==> src/hdl/pcpa_map.svh <==
/*
 offsets, field positions and reset values of the prescale and alignment registers.
 assumes byte-wide register port with byte offsets from the module base.
*/
`ifndef PCPA_MAP_SVH
`define PCPA_MAP_SVH
`define PCPA_OFF_PRESCALE   8'h03
`define PCPA_OFF_ALIGN      8'h04
`define PCPA_OFF_CHAN_SEL   8'h06
`define PCPA_OFF_ALIGN_MON  8'h07
`define PCPA_CLK_A_SEL_LSB  0
`define PCPA_CLK_B_SEL_LSB  4
`define PCPA_RST_PRESCALE   8'h00
`define PCPA_RST_ALIGN      8'h00
`define PCPA_RST_CHAN_SEL   8'h00
`define PCPA_PRESCALE_MASK  8'h77
`endif

==> src/hdl/pcpa_pkg.sv <==
/*
 types shared by the prescale and alignment block.
 assumes nothing beyond a systemverilog compiler.
*/
package pcpa_pkg;
   typedef logic [2:0] pcpa_div_sel_t;
   typedef logic [6:0] pcpa_count_t;
   typedef logic [7:0] pcpa_byte_t;
   typedef enum logic [0:0] {
      PCPA_LEFT   = 1'b0,
      PCPA_CENTER = 1'b1
   } pcpa_align_e;
endpackage : pcpa_pkg

==> src/hdl/pcpa_prescaler.sv <==
/*
 free-running prescaler producing a one-cycle enable at bus clock / 2**sel.
 assumes synchronous active-low reset and a single bus clock.
*/
`timescale 1ns/10ps
module pcpa_prescaler (
   // clock and reset
   input  wire logic                   clk_sys_in,
   input  wire logic                   rstn_in,
   // divider control
   input  wire pcpa_pkg::pcpa_count_t  count_in,
   input  wire pcpa_pkg::pcpa_div_sel_t sel_in,
   // enable pulse
   output logic                        tick_out
);
   logic [6:0] mask;
   logic       next_tick;

   assign mask      = 7'((8'h01 << sel_in) - 8'h01);
   assign next_tick = ((count_in & mask) == 7'h00);

   always_ff @(posedge clk_sys_in) begin
      if (!rstn_in) begin
         tick_out <= 1'b0;
      end else begin
         tick_out <= next_tick;
      end
   end
endmodule : pcpa_prescaler

==> src/hdl/pcpa_top.sv <==
/*
 prescaled clock a/b enables, channel clock source and alignment controls.
 assumes byte register port, one 100 mhz bus clock, synchronous reset.
*/
`timescale 1ns/10ps
`include "pcpa_map.svh"

module pcpa_top (
   // clock and reset
   input  wire logic        clk_sys_in,
   input  wire logic        rstn_in,
   // register port
   input  wire logic [7:0]  addr_in,
   input  wire logic [7:0]  wdata_in,
   input  wire logic        wr_in,
   input  wire logic        rd_in,
   output logic      [7:0]  rdata_out,
   // clock enables
   output logic             clk_a_tick_out,
   output logic             clk_b_tick_out,
   output logic      [7:0]  chan_tick_out,
   // alignment controls
   output logic      [7:0]  chan_center_align_out
);
   logic [6:0] count;
   logic [7:0] clock_prescale_select;
   logic [7:0] center_align_enable;
   logic [7:0] chan_clk_sel;
   logic       tick_a;
   logic       tick_b;
   logic       hit_pre;
   logic       hit_align;
   logic       hit_sel;
   logic       hit_mon;
   logic [7:0] next_rdata;
   logic [7:0] next_chan_tick;
   pcpa_pkg::pcpa_div_sel_t clk_a_div_sel;
   pcpa_pkg::pcpa_div_sel_t clk_b_div_sel;

   assign clk_a_div_sel = clock_prescale_select[`PCPA_CLK_A_SEL_LSB +: 3];
   assign clk_b_div_sel = clock_prescale_select[`PCPA_CLK_B_SEL_LSB +: 3];

   // low count bits that must be zero for a tick at this select code
   function automatic logic [6:0] div_mask(input pcpa_pkg::pcpa_div_sel_t sel);
      return 7'((8'h01 << sel) - 8'h01);
   endfunction : div_mask

   assign hit_pre   = (addr_in == `PCPA_OFF_PRESCALE);
   assign hit_align = (addr_in == `PCPA_OFF_ALIGN);
   assign hit_sel   = (addr_in == `PCPA_OFF_CHAN_SEL);
   assign hit_mon   = (addr_in == `PCPA_OFF_ALIGN_MON);

   assign next_rdata = !rd_in     ? 8'h00 :
                       hit_pre    ? clock_prescale_select :
                       hit_align  ? center_align_enable :
                       hit_sel    ? chan_clk_sel :
                       hit_mon    ? chan_center_align_out :
                       8'h00;

   always_ff @(posedge clk_sys_in) begin
      if (!rstn_in) begin
         count <= 7'h00;
      end else begin
         count <= count + 7'h01;
      end
   end

   pcpa_prescaler u_pre_a (
      .clk_sys_in (clk_sys_in),
      .rstn_in    (rstn_in),
      .count_in   (count),
      .sel_in     (clk_a_div_sel),
      .tick_out   (tick_a)
   );

   pcpa_prescaler u_pre_b (
      .clk_sys_in (clk_sys_in),
      .rstn_in    (rstn_in),
      .count_in   (count),
      .sel_in     (clk_b_div_sel),
      .tick_out   (tick_b)
   );

   genvar g;
   generate
      for (g = 0; g < 8; g++) begin : g_chan
         assign next_chan_tick[g] = chan_clk_sel[g] ? tick_b : tick_a;
      end
   endgenerate

   always_ff @(posedge clk_sys_in) begin
      if (!rstn_in) begin
         clock_prescale_select <= `PCPA_RST_PRESCALE;
         center_align_enable   <= `PCPA_RST_ALIGN;
         chan_clk_sel          <= `PCPA_RST_CHAN_SEL;
      end else if (wr_in) begin
         if (hit_pre) begin
            clock_prescale_select <= wdata_in & `PCPA_PRESCALE_MASK;
         end else if (hit_align) begin
            center_align_enable <= wdata_in;
         end else if (hit_sel) begin
            chan_clk_sel <= wdata_in;
         end
      end
   end

   always_ff @(posedge clk_sys_in) begin
      if (!rstn_in) begin
         rdata_out             <= 8'h00;
         clk_a_tick_out        <= 1'b0;
         clk_b_tick_out        <= 1'b0;
         chan_tick_out         <= 8'h00;
         chan_center_align_out <= `PCPA_RST_ALIGN;
      end else begin
         rdata_out             <= next_rdata;
         clk_a_tick_out        <= tick_a;
         clk_b_tick_out        <= tick_b;
         chan_tick_out         <= next_chan_tick;
         chan_center_align_out <= center_align_enable;
      end
   end

   property p_a_single;
      @(posedge clk_sys_in) disable iff (!rstn_in)
      (clk_a_div_sel == 3'h1 && $stable(clk_a_div_sel) && tick_a) |=> !tick_a;
   endproperty
   a_a_single: assert property (p_a_single) else $error("clock a tick repeated");

   property p_a_128;
      @(posedge clk_sys_in) disable iff (!rstn_in)
      (clk_a_div_sel == 3'h7 && $stable(clk_a_div_sel) && tick_a) |-> (count == 7'h01);
   endproperty
   a_a_128: assert property (p_a_128) else $error("clock a off by 128");

   property p_a_pass;
      @(posedge clk_sys_in) disable iff (!rstn_in)
      (rstn_in && clk_a_div_sel == 3'h0) ##1 (clk_a_div_sel == 3'h0) |-> tick_a;
   endproperty
   a_a_pass: assert property (p_a_pass) else $error("clock a bypass lost");

   property p_b_ratio;
      @(posedge clk_sys_in) disable iff (!rstn_in)
      (clk_b_div_sel == 3'h2 && $stable(clk_b_div_sel) && tick_b) |-> (count[1:0] == 2'h1);
   endproperty
   a_b_ratio: assert property (p_b_ratio) else $error("clock b wrong ratio");

   property p_src;
      @(posedge clk_sys_in) disable iff (!rstn_in)
      ##1 (chan_tick_out[0] == ($past(chan_clk_sel[0]) ? clk_b_tick_out : clk_a_tick_out));
   endproperty
   a_src: assert property (p_src) else $error("channel 0 source wrong");

   property p_align_wr;
      @(posedge clk_sys_in) disable iff (!rstn_in)
      (wr_in && addr_in == `PCPA_OFF_ALIGN) |->
         ##2 (chan_center_align_out == $past(wdata_in, 2));
   endproperty
   a_align_wr: assert property (p_align_wr) else $error("align write lost");

   property p_rd_align;
      @(posedge clk_sys_in) disable iff (!rstn_in)
      (rd_in && addr_in == `PCPA_OFF_ALIGN) |=> (rdata_out == $past(center_align_enable));
   endproperty
   a_rd_align: assert property (p_rd_align) else $error("align readback wrong");

   property p_align_hold;
      @(posedge clk_sys_in) disable iff (!rstn_in)
      !(wr_in && hit_align) |=> $stable(center_align_enable);
   endproperty
   a_align_hold: assert property (p_align_hold) else $error("align bits changed");

   property p_a_exact;
      @(posedge clk_sys_in) disable iff (!rstn_in)
      ($past(rstn_in) && $stable(clk_a_div_sel)) |->
         (tick_a == (((count - 7'h01) & div_mask(clk_a_div_sel)) == 7'h00));
   endproperty
   a_a_exact: assert property (p_a_exact) else $error("clock a tick phase wrong");

   property p_b_exact;
      @(posedge clk_sys_in) disable iff (!rstn_in)
      ($past(rstn_in) && $stable(clk_b_div_sel)) |->
         (tick_b == (((count - 7'h01) & div_mask(clk_b_div_sel)) == 7'h00));
   endproperty
   a_b_exact: assert property (p_b_exact) else $error("clock b tick phase wrong");

   property p_b_pass;
      @(posedge clk_sys_in) disable iff (!rstn_in)
      (rstn_in && clk_b_div_sel == 3'h0) ##1 (clk_b_div_sel == 3'h0) |-> tick_b;
   endproperty
   a_b_pass: assert property (p_b_pass) else $error("clock b bypass lost");

   property p_src7;
      @(posedge clk_sys_in) disable iff (!rstn_in)
      ##1 (chan_tick_out[7] == ($past(chan_clk_sel[7]) ? clk_b_tick_out : clk_a_tick_out));
   endproperty
   a_src7: assert property (p_src7) else $error("channel 7 source wrong");

   property p_count_step;
      @(posedge clk_sys_in) disable iff (!rstn_in)
      $past(rstn_in) |-> (count == $past(count) + 7'h01);
   endproperty
   a_count_step: assert property (p_count_step) else $error("divider count skipped");

   property p_pre_wr;
      @(posedge clk_sys_in) disable iff (!rstn_in)
      (wr_in && hit_pre) |=>
         (clock_prescale_select == ($past(wdata_in) & `PCPA_PRESCALE_MASK));
   endproperty
   a_pre_wr: assert property (p_pre_wr) else $error("select write lost");

   property p_pre_bits;
      @(posedge clk_sys_in) disable iff (!rstn_in)
      (clock_prescale_select & ~`PCPA_PRESCALE_MASK) == 8'h00;
   endproperty
   a_pre_bits: assert property (p_pre_bits) else $error("select reserved bit set");

   property p_pre_hold;
      @(posedge clk_sys_in) disable iff (!rstn_in)
      !(wr_in && hit_pre) |=> $stable(clock_prescale_select);
   endproperty
   a_pre_hold: assert property (p_pre_hold) else $error("select changed");

   property p_sel_wr;
      @(posedge clk_sys_in) disable iff (!rstn_in)
      (wr_in && hit_sel) |=> (chan_clk_sel == $past(wdata_in));
   endproperty
   a_sel_wr: assert property (p_sel_wr) else $error("source write lost");

   property p_sel_hold;
      @(posedge clk_sys_in) disable iff (!rstn_in)
      !(wr_in && hit_sel) |=> $stable(chan_clk_sel);
   endproperty
   a_sel_hold: assert property (p_sel_hold) else $error("source changed");

   property p_rd_pre;
      @(posedge clk_sys_in) disable iff (!rstn_in)
      (rd_in && hit_pre) |=> (rdata_out == $past(clock_prescale_select));
   endproperty
   a_rd_pre: assert property (p_rd_pre) else $error("select readback wrong");

   property p_rd_sel;
      @(posedge clk_sys_in) disable iff (!rstn_in)
      (rd_in && hit_sel) |=> (rdata_out == $past(chan_clk_sel));
   endproperty
   a_rd_sel: assert property (p_rd_sel) else $error("source readback wrong");

   property p_rd_mon;
      @(posedge clk_sys_in) disable iff (!rstn_in)
      (rd_in && hit_mon) |=> (rdata_out == $past(chan_center_align_out));
   endproperty
   a_rd_mon: assert property (p_rd_mon) else $error("monitor readback wrong");

   property p_rd_none;
      @(posedge clk_sys_in) disable iff (!rstn_in)
      (rd_in && !hit_pre && !hit_align && !hit_sel && !hit_mon) |=> (rdata_out == 8'h00);
   endproperty
   a_rd_none: assert property (p_rd_none) else $error("unmapped read not zero");

   property p_rd_idle;
      @(posedge clk_sys_in) disable iff (!rstn_in)
      !rd_in |=> (rdata_out == 8'h00);
   endproperty
   a_rd_idle: assert property (p_rd_idle) else $error("read data not cleared");

   generate
      for (g = 0; g < 8; g++) begin : g_align
         property p_chan_align;
            @(posedge clk_sys_in) disable iff (!rstn_in)
            $past(rstn_in) |-> (chan_center_align_out[g] == $past(center_align_enable[g]));
         endproperty
         a_chan_align: assert property (p_chan_align) else $error("channel align wrong");
      end
   endgenerate
endmodule : pcpa_top

==> config.mk <==
export PLATFORM = sky130hd
export DESIGN_NAME = pcpa_top
export DESIGN_NICKNAME = d
export VERILOG_FILES = /design/src/hdl/pcpa_pkg.sv /design/src/hdl/pcpa_prescaler.sv /design/src/hdl/pcpa_top.sv
export VERILOG_INCLUDE_DIRS = /design/src /design/src/hdl
export SDC_FILE = /design/constraint.sdc
export NUM_CORES = 1
export LEC_CHECK = 0
export BUFFER_PORTS_ARGS = -buffer_cell sky130_fd_sc_hd__buf_2
export CORE_ASPECT_RATIO = 0.9
export CORE_MARGIN = 3
export CORE_UTILIZATION = 28
export CTS_CLUSTER_SIZE = 40
export DETAILED_ROUTE_END_ITERATION = 12
export GPL_TIMING_DRIVEN = 0
export PLACE_DENSITY = 0.42
export SYNTH_ARGS = -nofsm -noshare
export SYNTH_HDL_FRONTEND = slang
export SYNTH_HIERARCHICAL = 1
export SYNTH_SLANG_ARGS = --single-unit
==> constraint.sdc <==
create_clock -name clk_sys_in -period 1.8 [get_ports clk_sys_in]
set_clock_uncertainty 0.15 [all_clocks]
set_input_delay 0.09 -clock clk_sys_in [delete_from_list [all_inputs] [get_ports clk_sys_in]]
set_output_delay 0.09 -clock clk_sys_in [all_outputs]
set_load 0.02 [all_outputs]
==> metrics.md <==
| Metric | Value |
|---|---|
| Post-route setup TNS | `0 ns` |
| Top-area cell type share of the netlist area | `0.497` |
| Final wirelength | `5.66 mm` |
| Asr flop ratio synth | `0` |
| Met1 WL | `2.79 mm` |
| Slew @ Worst Pin | `about 0.84 ns` |
| Met2 WL post-DR | `approximately 2.6 mm` |
| Rel. slew slack | `0.433` |
| Most frequent cell after synthesis | `dfxtp_1` |
| Post-CTS Resized | `0` |
| CTS Buf Count | `9` |
| Max frequency | `620 MHz` |
| First-pass GRT wire length | `roughly 9.3 mm` |
| Starting Density | `0.295` |
| FF+latch count, synth | `57` |
| Top_reg_cell synth | `dfxtp_1` |
| Bufs on Longest Clock Path | `2` |
| # DRC | `0` |
| H-tree levels | `3` |
| Via/cell ratio | `4.51` |
| Pwr dens | `949 nW/um2` |
| Root buf cell | `clkbuf_8` |
| Met3 wire length | `197 um` |
| Synth area leaders | `dfxtp_1, mux2i_1, nand2_1` |
| Syn Nets | `between 200 and 300` |
| Setup crit start kind | `primary input` |
| Total of max-cap violations | `0` |
| Final Critical Period | `1.61 ns` |
| Chip height | `91.9 um` |
| Synth Instances | `232` |
| Via Count | `1791` |
| Most area-hungry cell type in the Yosys netlist | `dfxtp_1` |
| Clock latency on the worst-skew pair | `0.33 ns` |
| Post-CTS Setup Bufs | `0` |
| Slew Viols, Final | `0` |
| Wire per inst | `14.3 um` |
| Warnings, synthesis | `6` |
| Status | `complete, no violations` |
| Crit Reg-Reg Startpoint | `count[0]` |
| Hold Startpoint | `addr_in[5]` |
| Global placement routability congestion | `0.763` |
| Pre-antenna DRT Iters | `4` |
| Synth unique cells | `35` |
| Vias in the first global route | `1840` |
| Initial DRC Count | `35` |
| RSZ-0062 raised after global routing | `no` |
| CTS clk-pin slew, worst paths | `0.07 ns` |
| Beginning of the critical path | `addr_in[4]` |
| Netlist Area Pre-Place | `~2300 um2` |
| Global Route Usage Sum | `0.130` |
| Leakage dissipation | `0.00135 uW` |
| Final Hold Viols | `0` |
| Critical Path AT | `1.73 ns` |
| Rows | `30` |
| Largest net degree at the start of global routing | `12` |
| Final-report setup violation count | `0` |
| Commonest cells post-synth | `dfxtp_1, mux2i_1, nand2_1, nor2_1, inv_1` |
| Uppermost layer routed | `met4` |
| DIE AREA | `9320 um2` |
| Critical path endpoint category | `register` |
| Layout cells sized above 1 | `0.233` |
| Post-synth EDFFs | `0` |
| Critical Path RT | `1.92 ns` |
| CTS tree | `yes` |
| Remaining global-route overflow | `0` |
| Antenna violations before repair | `0` |
| Fin Hold WS | `0.0241 ns` |
| Worst Hold Class | `primary input to register` |
| Clock sink count | `57` |
| Average size of a mapped cell | `9.90 um2` |
| CP Max Fanout | `8` |
| Peak VDD IR | `0.395 mV` |
| Number of diodes | `0` |
| Crit Path Category | `primary input to register` |
| Sequential element share of the synthesized area | `0.497` |
| Period utilisation layout | `0.896` |
| IO buf count | `44` |
| Area growth syn-to-layout | `28.2%` |
| Number of routed nets with antenna violations | `0` |
| IO Pins | `46` |
| Die width | `roughly 100 um` |
| Detail Placement HPWL | `4.10 mm` |
| Nets | `approximately 320` |
| Core ar. | `7770 um2` |
## power by group
| group | total (uW) | switching, uW | internal [uW] | leakage, uW |
|---|---|---|---|---|
| logic | 180 | 101 | 78.6 | 0.000785 |
| registers | 1300 | 14.4 | 1280 | 0.000463 |
| clock network | 1320 | 540 | 779 | 0.000106 |
| total | 2790 | 655 | 2140 | 0.00135 |
## worst max-delay path, stage by stage
cell and delay [ns]:
buf_2 0.10, or4_1 0.57, nor3_1 0.71, and3_1 0.26
## repair_timing
action	in CTS	in global routing
endpoints found under the hold margin	24	0
hold buffers	9	0
endpoints found under the setup margin	0	0
## cells in the final DEF, fill, tap and decap left out, types with 2 or more instances in the layout
cell type | synthesis | final
nand2_1 | 35 | 35
o21ai_1 | 2 | 2
a211o_1 | 2 | 2
nand3_1 | 4 | 4
bufinv_16 | 0 | 2
clkinv_2 | 0 | 2
clkinvlp_4 | 0 | 2
a21oi_1 | 4 | 4
and2_1 | 8 | 8
nor3_1 | 3 | 3
or3_1 | 3 | 3
o21ai_0 | 4 | 4
clkbuf_8 | 0 | 9
a211oi_1 | 2 | 2
buf_2 | 1 | 45
inv_1 | 10 | 10
a21o_1 | 2 | 2
mux2i_1 | 43 | 43
clkbuf_1 | 4 | 4
nor2_1 | 16 | 16
o22ai_1 | 5 | 5
xor2_1 | 2 | 2
o21a_1 | 2 | 2
buf_6 | 5 | 5
o31ai_1 | 2 | 2
nand2b_1 | 3 | 3
dlygate4sd3_1 | 0 | 9
dfxtp_1 | 57 | 57
and3_1 | 2 | 2
## metal layers
metal / global-route usage / up-vias
met2: 0.209 / 35
met3: 0.0471 / 4
li1: - / 920
met5: 0 / -
met4: 0.0365 / 0
met1: 0.164 / 832
## per-stage QoR
step	utilization	worst slack [ns]	std cells	area (um2)	total power, uW
finish	0.379	0.187	397	2940	2790
global route	0.379	0.0174	397	2940	2910
CTS	0.379	0.129	397	2940	2840
detailed placement	0.339	-0.223	372	2640	1490
global placement	0.339	-0.183	372	2640	1490
floorplan	-	0.274	232	2300	1430
## final timing paths
kind              depth (start not counted)  slack, ns                        to
setup / recovery                          4       0.19              rdata_out[3]
hold / removal                            3       0.02  clock_prescale_select[1]
setup reg to reg                          4       0.26                  count[6]
hold reg to reg                           2       0.30  chan_center_align_out[7]
## registers in the layout, summed over array words and instances (netlist names)
| register | flops |
|---|---|
| chan_tick_out | 8 |
| u_pre_b/tick_out | 1 |
| count | 7 |
| clock_prescale_select | 6 |
| clk_b_tick_out | 1 |
| u_pre_a/tick_out | 1 |
| rdata_out | 8 |
| chan_center_align_out | 8 |
| clk_a_tick_out | 1 |
| chan_clk_sel | 8 |
| center_align_enable | 8 |
## cell type report
| cell class | instances | area, um2 |
|---|---|---|
| Fill cell | 818 | 4830 |
| Sequential cell | 57 | 1140 |
| Multi-Input combinational cell | 154 | 1040 |
| Timing Repair Buffer | 53 | 310 |
| Clock buffer | 9 | 124 |
| Tap cell | 96 | 120 |
| Clock inverter | 7 | 93.8 |
| Buffer | 11 | 81.3 |
| Inverter | 10 | 37.5 |
## cell families after synthesis
family / Yosys count / synth area share
and+or+nand+nor: 81 / 0.174
AOI/OAI and AO/OA: 26 / 0.0730
muxes: 43 / 0.187
buffers and inverters: 21 / 0.0518
xor gates and xnor gates: 3 / 0.0114
DFF: 57 / 0.497
adders and majority gates: 1 / 0.00545
Power figures use the tool's default switching activity.
